[src/acrr_pkg.sv]
// How it works
// Internal reference powered only while reference config bit 4 is one; resets zero.
// Reference config bits 3:2 pick positive reference; default analog supply (01).
// Reference config bits 1:0 pick negative reference; default analog ground (01).
// Offset word bytes at 07h, 08h, 09h, low byte first, reset zero.
// Three offset bytes form one 24-bit word.
// Offset word is signed two's complement.
// Offset is subtracted from each raw result before gain scaling.
// Gain word bytes at 0Ah, 0Bh, 0Ch, low first; reset 400000h.
// Gain word is unsigned straight binary.
// Result multiplied by gain word over 400000h; reset value gives unity.
// Gain applies to the offset-corrected value, never raw data.
// Current-source routing register at 0Dh resets to FFh, both unconnected.
// Bits 7:4 route source two: inputs 0-9, 1010 common, above none.
// Bits 3:0 route source one with the same encoding; default none.
// Calibrated result clamps to the signed 24-bit range on overflow.
package acrr_pkg;
   localparam logic [7:0] ACRR_IDX_REF = 8'h06;
   localparam logic [7:0] ACRR_IDX_OFC0 = 8'h07;
   localparam logic [7:0] ACRR_IDX_OFC1 = 8'h08;
   localparam logic [7:0] ACRR_IDX_OFC2 = 8'h09;
   localparam logic [7:0] ACRR_IDX_GAIN0 = 8'h0A;
   localparam logic [7:0] ACRR_IDX_GAIN1 = 8'h0B;
   localparam logic [7:0] ACRR_IDX_GAIN2 = 8'h0C;
   localparam logic [7:0] ACRR_IDX_ROUTE = 8'h0D;
   localparam logic [7:0] ACRR_RST_REF = 8'h05;
   localparam logic [7:0] ACRR_RST_OFC = 8'h00;
   localparam logic [7:0] ACRR_RST_GAIN0 = 8'h00;
   localparam logic [7:0] ACRR_RST_GAIN1 = 8'h00;
   localparam logic [7:0] ACRR_RST_GAIN2 = 8'h40;
   localparam logic [7:0] ACRR_RST_ROUTE = 8'hFF;
   localparam int ACRR_REF_EN_BIT = 4;
   localparam int ACRR_POS_LSB = 2;
   localparam int ACRR_NEG_LSB = 0;
   localparam int ACRR_GAIN_SHIFT = 22;
   localparam logic [3:0] ACRR_ROUTE_COMMON = 4'hA;
   localparam logic [23:0] ACRR_UNITY = 24'h400000;
   localparam logic [23:0] ACRR_MAX_POS = 24'h7FFFFF;
   localparam logic [23:0] ACRR_MAX_NEG = 24'h800000;

   typedef struct packed {
      logic [1:0] pos_select;
      logic [1:0] neg_select;
      logic internal_ref_enable;
   } acrr_ref_t;

   typedef struct packed {
      logic [10:0] source_two_route;
      logic [10:0] source_one_route;
   } acrr_route_t;

   typedef enum logic [1:0] {
      ACRR_IDLE = 2'b00,
      ACRR_SUB = 2'b01,
      ACRR_MUL = 2'b10,
      ACRR_OUT = 2'b11
   } acrr_state_t;
endpackage

[src/acrr_regs.sv]
`timescale 1ns/1ps
`default_nettype none
module acrr_regs
   import acrr_pkg::*;
(
   input wire logic REF_CLK,
   input wire logic NRST,
   input wire logic PSEL,
   input wire logic PENABLE,
   input wire logic PWRITE,
   input wire logic [31:0] PADDR,
   input wire logic [31:0] PWDATA,
   output logic [31:0] PRDATA,
   output logic PREADY,
   output logic PSLVERR,
   input wire logic RAW_VALID,
   input wire logic [23:0] RAW_DATA,
   output logic CAL_VALID,
   output logic [23:0] CAL_DATA,
   output acrr_ref_t REF_CTRL,
   output acrr_route_t ROUTE_CTRL
);
   logic [7:0] ref_cfg;
   logic [7:0] ofc0, ofc1, ofc2;
   logic [7:0] gain0, gain1, gain2;
   logic [7:0] route;
   logic [7:0] rd_byte;
   logic hit;
   logic wr_en;
   logic [23:0] offset_cal_word;
   logic [23:0] gain_cal_word;
   logic [24:0] diff;
   logic [23:0] diff_sat;
   logic [23:0] raw_q;
   logic [23:0] diff_q;
   logic [23:0] mul_out;
   logic [48:0] prod2;
   logic [26:0] sc2;
   acrr_state_t state;

   assign wr_en = PSEL && PENABLE && PWRITE && PREADY;
   assign offset_cal_word = {ofc2, ofc1, ofc0};
   assign gain_cal_word = {gain2, gain1, gain0};

   // Registers answer in the access phase of every transfer, no wait states
   always_ff @(posedge REF_CLK or negedge NRST)
   begin
      if (!NRST)
         PREADY <= 1'b0;
      else
         PREADY <= PSEL && !PENABLE;
   end

   always_comb
   begin
      hit = 1'b1;
      rd_byte = 8'h00;
      case (PADDR[9:2])
         ACRR_IDX_REF: rd_byte = ref_cfg;
         ACRR_IDX_OFC0: rd_byte = ofc0;
         ACRR_IDX_OFC1: rd_byte = ofc1;
         ACRR_IDX_OFC2: rd_byte = ofc2;
         ACRR_IDX_GAIN0: rd_byte = gain0;
         ACRR_IDX_GAIN1: rd_byte = gain1;
         ACRR_IDX_GAIN2: rd_byte = gain2;
         ACRR_IDX_ROUTE: rd_byte = route;
         default: hit = 1'b0;
      endcase
      if (PADDR[31:10] != 22'h0 || PADDR[1:0] != 2'b00)
         hit = 1'b0;
   end

   always_ff @(posedge REF_CLK or negedge NRST)
   begin
      if (!NRST)
      begin
         PRDATA <= 32'h0;
         PSLVERR <= 1'b0;
      end
      else if (PSEL && !PENABLE)
      begin
         PRDATA <= (hit && !PWRITE) ? {24'h0, rd_byte} : 32'h0;
         PSLVERR <= !hit;
      end
   end

   // Reserved bits 7:5 of reference config are stored as written
   always_ff @(posedge REF_CLK or negedge NRST)
   begin
      if (!NRST)
      begin
         ref_cfg <= ACRR_RST_REF;
         ofc0 <= ACRR_RST_OFC;
         ofc1 <= ACRR_RST_OFC;
         ofc2 <= ACRR_RST_OFC;
         gain0 <= ACRR_RST_GAIN0;
         gain1 <= ACRR_RST_GAIN1;
         gain2 <= ACRR_RST_GAIN2;
         route <= ACRR_RST_ROUTE;
      end
      else if (wr_en && hit)
      begin
         case (PADDR[9:2])
            ACRR_IDX_REF: ref_cfg <= PWDATA[7:0];
            ACRR_IDX_OFC0: ofc0 <= PWDATA[7:0];
            ACRR_IDX_OFC1: ofc1 <= PWDATA[7:0];
            ACRR_IDX_OFC2: ofc2 <= PWDATA[7:0];
            ACRR_IDX_GAIN0: gain0 <= PWDATA[7:0];
            ACRR_IDX_GAIN1: gain1 <= PWDATA[7:0];
            ACRR_IDX_GAIN2: gain2 <= PWDATA[7:0];
            ACRR_IDX_ROUTE: route <= PWDATA[7:0];
            default: ;
         endcase
      end
   end

   // Decoded one-hot routing; codes above common mean no connection
   function automatic logic [10:0] decode_route(input logic [3:0] code);
      logic [10:0] hot;
      hot = 11'h000;
      if (code <= ACRR_ROUTE_COMMON)
         hot[code] = 1'b1;
      return hot;
   endfunction

   always_ff @(posedge REF_CLK or negedge NRST)
   begin
      if (!NRST)
      begin
         REF_CTRL <= '{pos_select: 2'b01, neg_select: 2'b01, internal_ref_enable: 1'b0};
         ROUTE_CTRL <= '{source_two_route: 11'h000, source_one_route: 11'h000};
      end
      else
      begin
         REF_CTRL.internal_ref_enable <= ref_cfg[ACRR_REF_EN_BIT];
         REF_CTRL.pos_select <= ref_cfg[ACRR_POS_LSB +: 2];
         REF_CTRL.neg_select <= ref_cfg[ACRR_NEG_LSB +: 2];
         ROUTE_CTRL.source_two_route <= decode_route(route[7:4]);
         ROUTE_CTRL.source_one_route <= decode_route(route[3:0]);
      end
   end

   // Offset stage then gain stage; calibration words sampled per stage,
   // so a write during a conversion may mix old and new values
   always_comb
   begin
      diff = {raw_q[23], raw_q} - {offset_cal_word[23], offset_cal_word};
      if (diff[24] != diff[23])
         diff_sat = diff[24] ? ACRR_MAX_NEG : ACRR_MAX_POS;
      else
         diff_sat = diff[23:0];
   end

   always_ff @(posedge REF_CLK or negedge NRST)
   begin
      if (!NRST)
      begin
         state <= ACRR_IDLE;
         raw_q <= 24'h0;
         diff_q <= 24'h0;
         CAL_VALID <= 1'b0;
         CAL_DATA <= 24'h0;
      end
      else
      begin
         CAL_VALID <= 1'b0;
         case (state)
            ACRR_IDLE:
            begin
               if (RAW_VALID)
               begin
                  raw_q <= RAW_DATA;
                  state <= ACRR_SUB;
               end
            end
            ACRR_SUB:
            begin
               diff_q <= diff_sat;
               state <= ACRR_MUL;
            end
            ACRR_MUL:
            begin
               state <= ACRR_OUT;
            end
            ACRR_OUT:
            begin
               CAL_DATA <= mul_out;
               CAL_VALID <= 1'b1;
               state <= ACRR_IDLE;
            end
            default: state <= ACRR_IDLE;
         endcase
      end
   end

   always_comb
   begin
      // Unsigned gain widened with a zero sign bit
      prod2 = $signed(diff_q) * $signed({1'b0, gain_cal_word});
      sc2 = prod2[48:ACRR_GAIN_SHIFT];
      if ($signed(sc2) > $signed({3'b000, ACRR_MAX_POS}))
         mul_out = ACRR_MAX_POS;
      else if ($signed(sc2) < $signed({3'b111, ACRR_MAX_NEG}))
         mul_out = ACRR_MAX_NEG;
      else
         mul_out = sc2[23:0];
   end

   chk_unity_gain: assert property (@(posedge REF_CLK) disable iff (!NRST)
      (state == ACRR_OUT && gain_cal_word == ACRR_UNITY) |=> CAL_DATA == $past(diff_q))
      else $error("unity gain changed the value");
   chk_ref_enable: assert property (@(posedge REF_CLK) disable iff (!NRST)
      ##1 REF_CTRL.internal_ref_enable == $past(ref_cfg[ACRR_REF_EN_BIT]))
      else $error("reference enable does not follow register");
   chk_cal_pulse: assert property (@(posedge REF_CLK) disable iff (!NRST)
      (state == ACRR_IDLE && RAW_VALID) |-> ##3 !CAL_VALID ##1 CAL_VALID)
      else $error("calibrated result late");
   chk_route_none: assert property (@(posedge REF_CLK) disable iff (!NRST)
      (route[3:0] > ACRR_ROUTE_COMMON) |=> ROUTE_CTRL.source_one_route == 11'h000)
      else $error("source one routed on no-connect code");
   chk_route_two: assert property (@(posedge REF_CLK) disable iff (!NRST)
      (route[7:4] <= ACRR_ROUTE_COMMON) |=> $onehot(ROUTE_CTRL.source_two_route))
      else $error("source two route not one-hot");
   chk_zero_offset: assert property (@(posedge REF_CLK) disable iff (!NRST)
      (state == ACRR_SUB && offset_cal_word == 24'h0) |=> diff_q == $past(raw_q))
      else $error("zero offset altered data");
   chk_pos_sel: assert property (@(posedge REF_CLK) disable iff (!NRST)
      ##1 REF_CTRL.pos_select == $past(ref_cfg[3:2]))
      else $error("positive reference select mismatch");
   chk_neg_sel: assert property (@(posedge REF_CLK) disable iff (!NRST)
      ##1 REF_CTRL.neg_select == $past(ref_cfg[1:0]))
      else $error("negative reference select mismatch");
endmodule
`default_nettype wire

[config.mk]
export PLATFORM = sky130hd
export DESIGN_NAME = acrr_regs
export DESIGN_NICKNAME = d
export VERILOG_FILES = /design/src/acrr_pkg.sv /design/src/acrr_regs.sv
export SDC_FILE = /design/constraint.sdc
export NUM_CORES = 2
export LEC_CHECK = 0
export ABC_AREA = 0
export BUFFER_PORTS_ARGS = -buffer_cell sky130_fd_sc_hd__buf_2
export CAP_MARGIN = 20
export CELL_PAD_IN_SITES_DETAIL_PLACEMENT = 1
export CELL_PAD_IN_SITES_GLOBAL_PLACEMENT = 2
export CORE_ASPECT_RATIO = 0.5
export CORE_MARGIN = 4
export CORE_UTILIZATION = 44
export DETAILED_ROUTE_END_ITERATION = 6
export PLACE_DENSITY = 0.95
export RECOVER_POWER = 50
export SLEW_MARGIN = 10
export SYNTH_ARGS = -nofsm -noshare
export SYNTH_HDL_FRONTEND = slang
export SYNTH_SLANG_ARGS = --single-unit
[constraint.sdc]
create_clock -name REF_CLK -period 21.1 [get_ports REF_CLK]
set_clock_uncertainty 0.2 [all_clocks]
set_input_delay 5.275 -clock REF_CLK [delete_from_list [all_inputs] [get_ports REF_CLK]]
set_output_delay 5.275 -clock REF_CLK [all_outputs]
set_load 0.005 [all_outputs]
==> run_results.csv <==
group,metric,value,unit
worst_setup_path,cp.arrival,10.52,ns
route,drc,0,
worst_setup_path,startpoint,"NRST",
timing,setup_viol,0,
floorplanning,die-area,0.0665,mm^2
finish,stdcell_area,0.0294,mm^2
cts,clk_path_buf_depth,2,
worst_setup_path,critPathSlowestCell,"clkbuf_1",
worst_setup_path,critPathCaptureType,"async pin",
floorplanning,boundaryPins,180,
finish,nets,3730,
logic_synthesis,synthArstFlopShare,1.00,
logic_synthesis,ys_types,77,
timing,fin_crit_sh,0.489,
logic_synthesis,syn-cell-area,0.0274,mm^2
worst_setup_path,path_class,"input pin to async pin",
logic_synthesis,synth_ff_type,"dfrtp_1",
global_routing,overflow,0,
logic_synthesis,seq_area_frac_synth,0.162,
floorplanning,initial_utilization,0.446,
worst_setup_path,cp_max_fo,106,
worst_setup_path,path_buf_inv,2,
finish,nFillCells,7049,
global_routing,grt_usage,0.251,
cts,cts-hold-fix-buffers,0,
worst_setup_path,path_cells,"clkbuf_1 -> buf_4",
floorplanning,core_area,0.0613,mm^2
route,first_iter_violations,1084,
timing,relSlewSlack,-2.78,
finish,multi_input_area,0.0200,mm^2
worst_setup_path,cpPeakStageDelay,3.85,ns
pwr,max-vdd-ir-drop,0.0000839,V
cts,clk_pin_slew,0.08,ns
worst_setup_path,crit_required,21.30,ns
finish,register_area,0.00442,mm^2
place,place_area,0.0287,mm^2
logic_synthesis,synthCells,2857,
timing,finalHoldViolCount,0,
cts,cts_buffers,17,
logic_synthesis,avgSynthCellArea,9.58,um^2
finish,drive_gt1_frac,0.108,
timing,fmax,96.9,MHz
place,dp_hpwl,61.8,mm
worst_setup_path,reg2reg_from,"diff_q[13]",
timing,post-route-min-period,10.32,ns
worst_setup_path,reg2reg_depth,24,
timing,report.final.slew_viol_count,122,
route,viasPerCell,5.47,
pwr,p_per_area,67.2,mW/mm^2
route,wl_per_cell,21.7,um
logic_synthesis,yosys_warnings,0,
floorplanning,die_w,361,um
global_routing,antenna_found_initial,4,
global_routing,grt_start_max_net_pins,107,
route,detail-route-antenna-nets,0,
place,finalWeightedCongestion,0.855,
cts,cts_setup_buffers,0,
worst_setup_path,cp_top_family,"buffers and inverters",
place,port_buffers,131,
cts,clock_latency,0.47,ns
finish,area_growth,7.45,%
finish,final_core_util,0.479,
floorplanning,rows,64,
worst_setup_path,worst_setup_path_start_kind,"input pin",
cts,cts_resized,0,
cts,cts_tree,"done",
global_routing,grt_pass1_vias,23600,
cts,clock_tree.root_cell,"clkbuf_16",
pwr,p_leak,0.0147,uW
worst_setup_path,cp.depth,2,
hold_path,hold_class,"flop to flop",
hold_path,min_path_cells,0,
hold_path,min_from,"ref_cfg[2]",
timing,worst_pin_slew,5.68,ns
cts,cts_max_level,4,
run,max_cap_violations,2,
floorplanning,dieHeight,184,um
route,dr.pass1.iters,5,
cts,clock-sinks,176,
logic_synthesis,synth-edff-count,0,
logic_synthesis,ys_ff_latch,176,
route,routed_wl,81.6,mm
route,vias,20600,
global_routing,grt_pass1_wl,130,mm
run_status,status,"finished, violations left",
timing,grt_setup_unrepaired,"no",
run_status,failed_checks,"max-capacitance violations, max-slew violations",
timing,setup_tns,0,ns
==> placed cells by master, fill, tap and decap left out, types with 13 or more instances in the layout <==
master     count
a21o_1        26
a21oi_1       55
a221o_1       23
a22oi_1       28
and2_1       268
buf_2        117
buf_4         42
clkbuf_1      14
clkbuf_16     17
conb_1        24
dfrtp_1      161
fa_1         482
ha_1         227
inv_1        605
mux2_2        93
nand2_1      330
nand2b_1      26
nand3_1       17
nor2_1        67
nor2b_1       18
nor3_1        24
o21a_1        13
o21ai_0       38
o22ai_1       20
xnor2_1       36
==> through the flow <==
step / cells / total power [uW] / setup WS [ns] / hold slack (ns)
floorplan: 2880 / 1230 / 13.85 / 0.159
global placement: 3730 / 1540 / 12.35 / 0.174
detailed placement: 3731 / 1600 / 12.18 / 0.167
CTS: 3763 / 1970 / 12.03 / 0.177
global route: 3765 / 2120 / 9.71 / 0.204
finish: 3768 / 1980 / 10.78 / 0.200
==> flip-flops by register name, indices dropped and copies added (netlist names) <==
register    flops
PSLVERR         1
PRDATA          8
state           2
route           8
ofc2            8
PREADY          1
gain1           8
CAL_VALID       1
ofc0            8
ref_cfg         8
gain2           8
CAL_DATA       24
gain0           8
raw_q          24
REF_CTRL        5
ROUTE_CTRL     22
ofc1            8
diff_q         24
==> report_power, final <==
group          internal [uW]  switching, uW
clock network            195            162
logic                    407            689
registers                414            111
total                   1020            962
==> path summary, 6_finish.rpt <==
| path | to | slack (ns) |
|---|---|---|
| max | diff_q[8] | 10.78 |
| min | REF_CTRL[3] | 0.20 |
| max reg2reg | CAL_DATA[16] | 12.04 |
| min reg2reg | REF_CTRL[3] | 0.20 |
| max in group REF_CLK | CAL_DATA[16] | 12.04 |
| min in group asynchronous | ref_cfg[4] | 6.63 |
==> area by class of cell <==
cell class | instances | area share
tap | 825 | 0.0351
sequential | 176 | 0.150
multi-input combinational | 1951 | 0.681
timing repair buffer | 175 | 0.0334
inverter | 606 | 0.0774
clock buffer | 17 | 0.0145
antenna | 3 | 0.000255
clock inverter | 15 | 0.00821
==> cells by family (layout without fill, tap and decap cells) <==
logic type | count (synthesis) | in the layout | synth area share
fa+ha+maj | 712 | 712 | 0.457
mux | 93 | 93 | 0.0383
xor+xnor | 47 | 47 | 0.0150
flops | 176 | 176 | 0.162
simple gates | 794 | 794 | 0.145
other cells | 1 | 27 | 0.000137
compound gates | 281 | 281 | 0.0728
buf+inv | 753 | 813 | 0.110
==> metal layers <==
metal	GRT usage	up-vias	wire (um)
li1	-	8900	-
met1	0.320	10900	32900
met2	0.428	686	40100
met3	0.0508	176	6070
met4	0.0924	2	2550
met5	0	-	15
==> synthesized netlist by cell type (all sizes together), types with 18 or more instances <==
cell	count	share of area
o21ai	43	0.0079
and2	268	0.061
a21o	26	0.0071
nor3	24	0.0044
nor2	67	0.0092
buf	38	0.011
a22oi	28	0.0077
inv	605	0.083
o22ai	20	0.0046
xnor2	36	0.012
fa	482	0.35
nand3	21	0.0046
clkbuf	106	0.015
a21oi	56	0.010
mux2	93	0.038
nor2b	18	0.0041
ha	227	0.10
nand2	331	0.045
dfrtp	163	0.15
a221o	23	0.0084
nand2b	26	0.0059
Power figures use the tool's default switching activity.
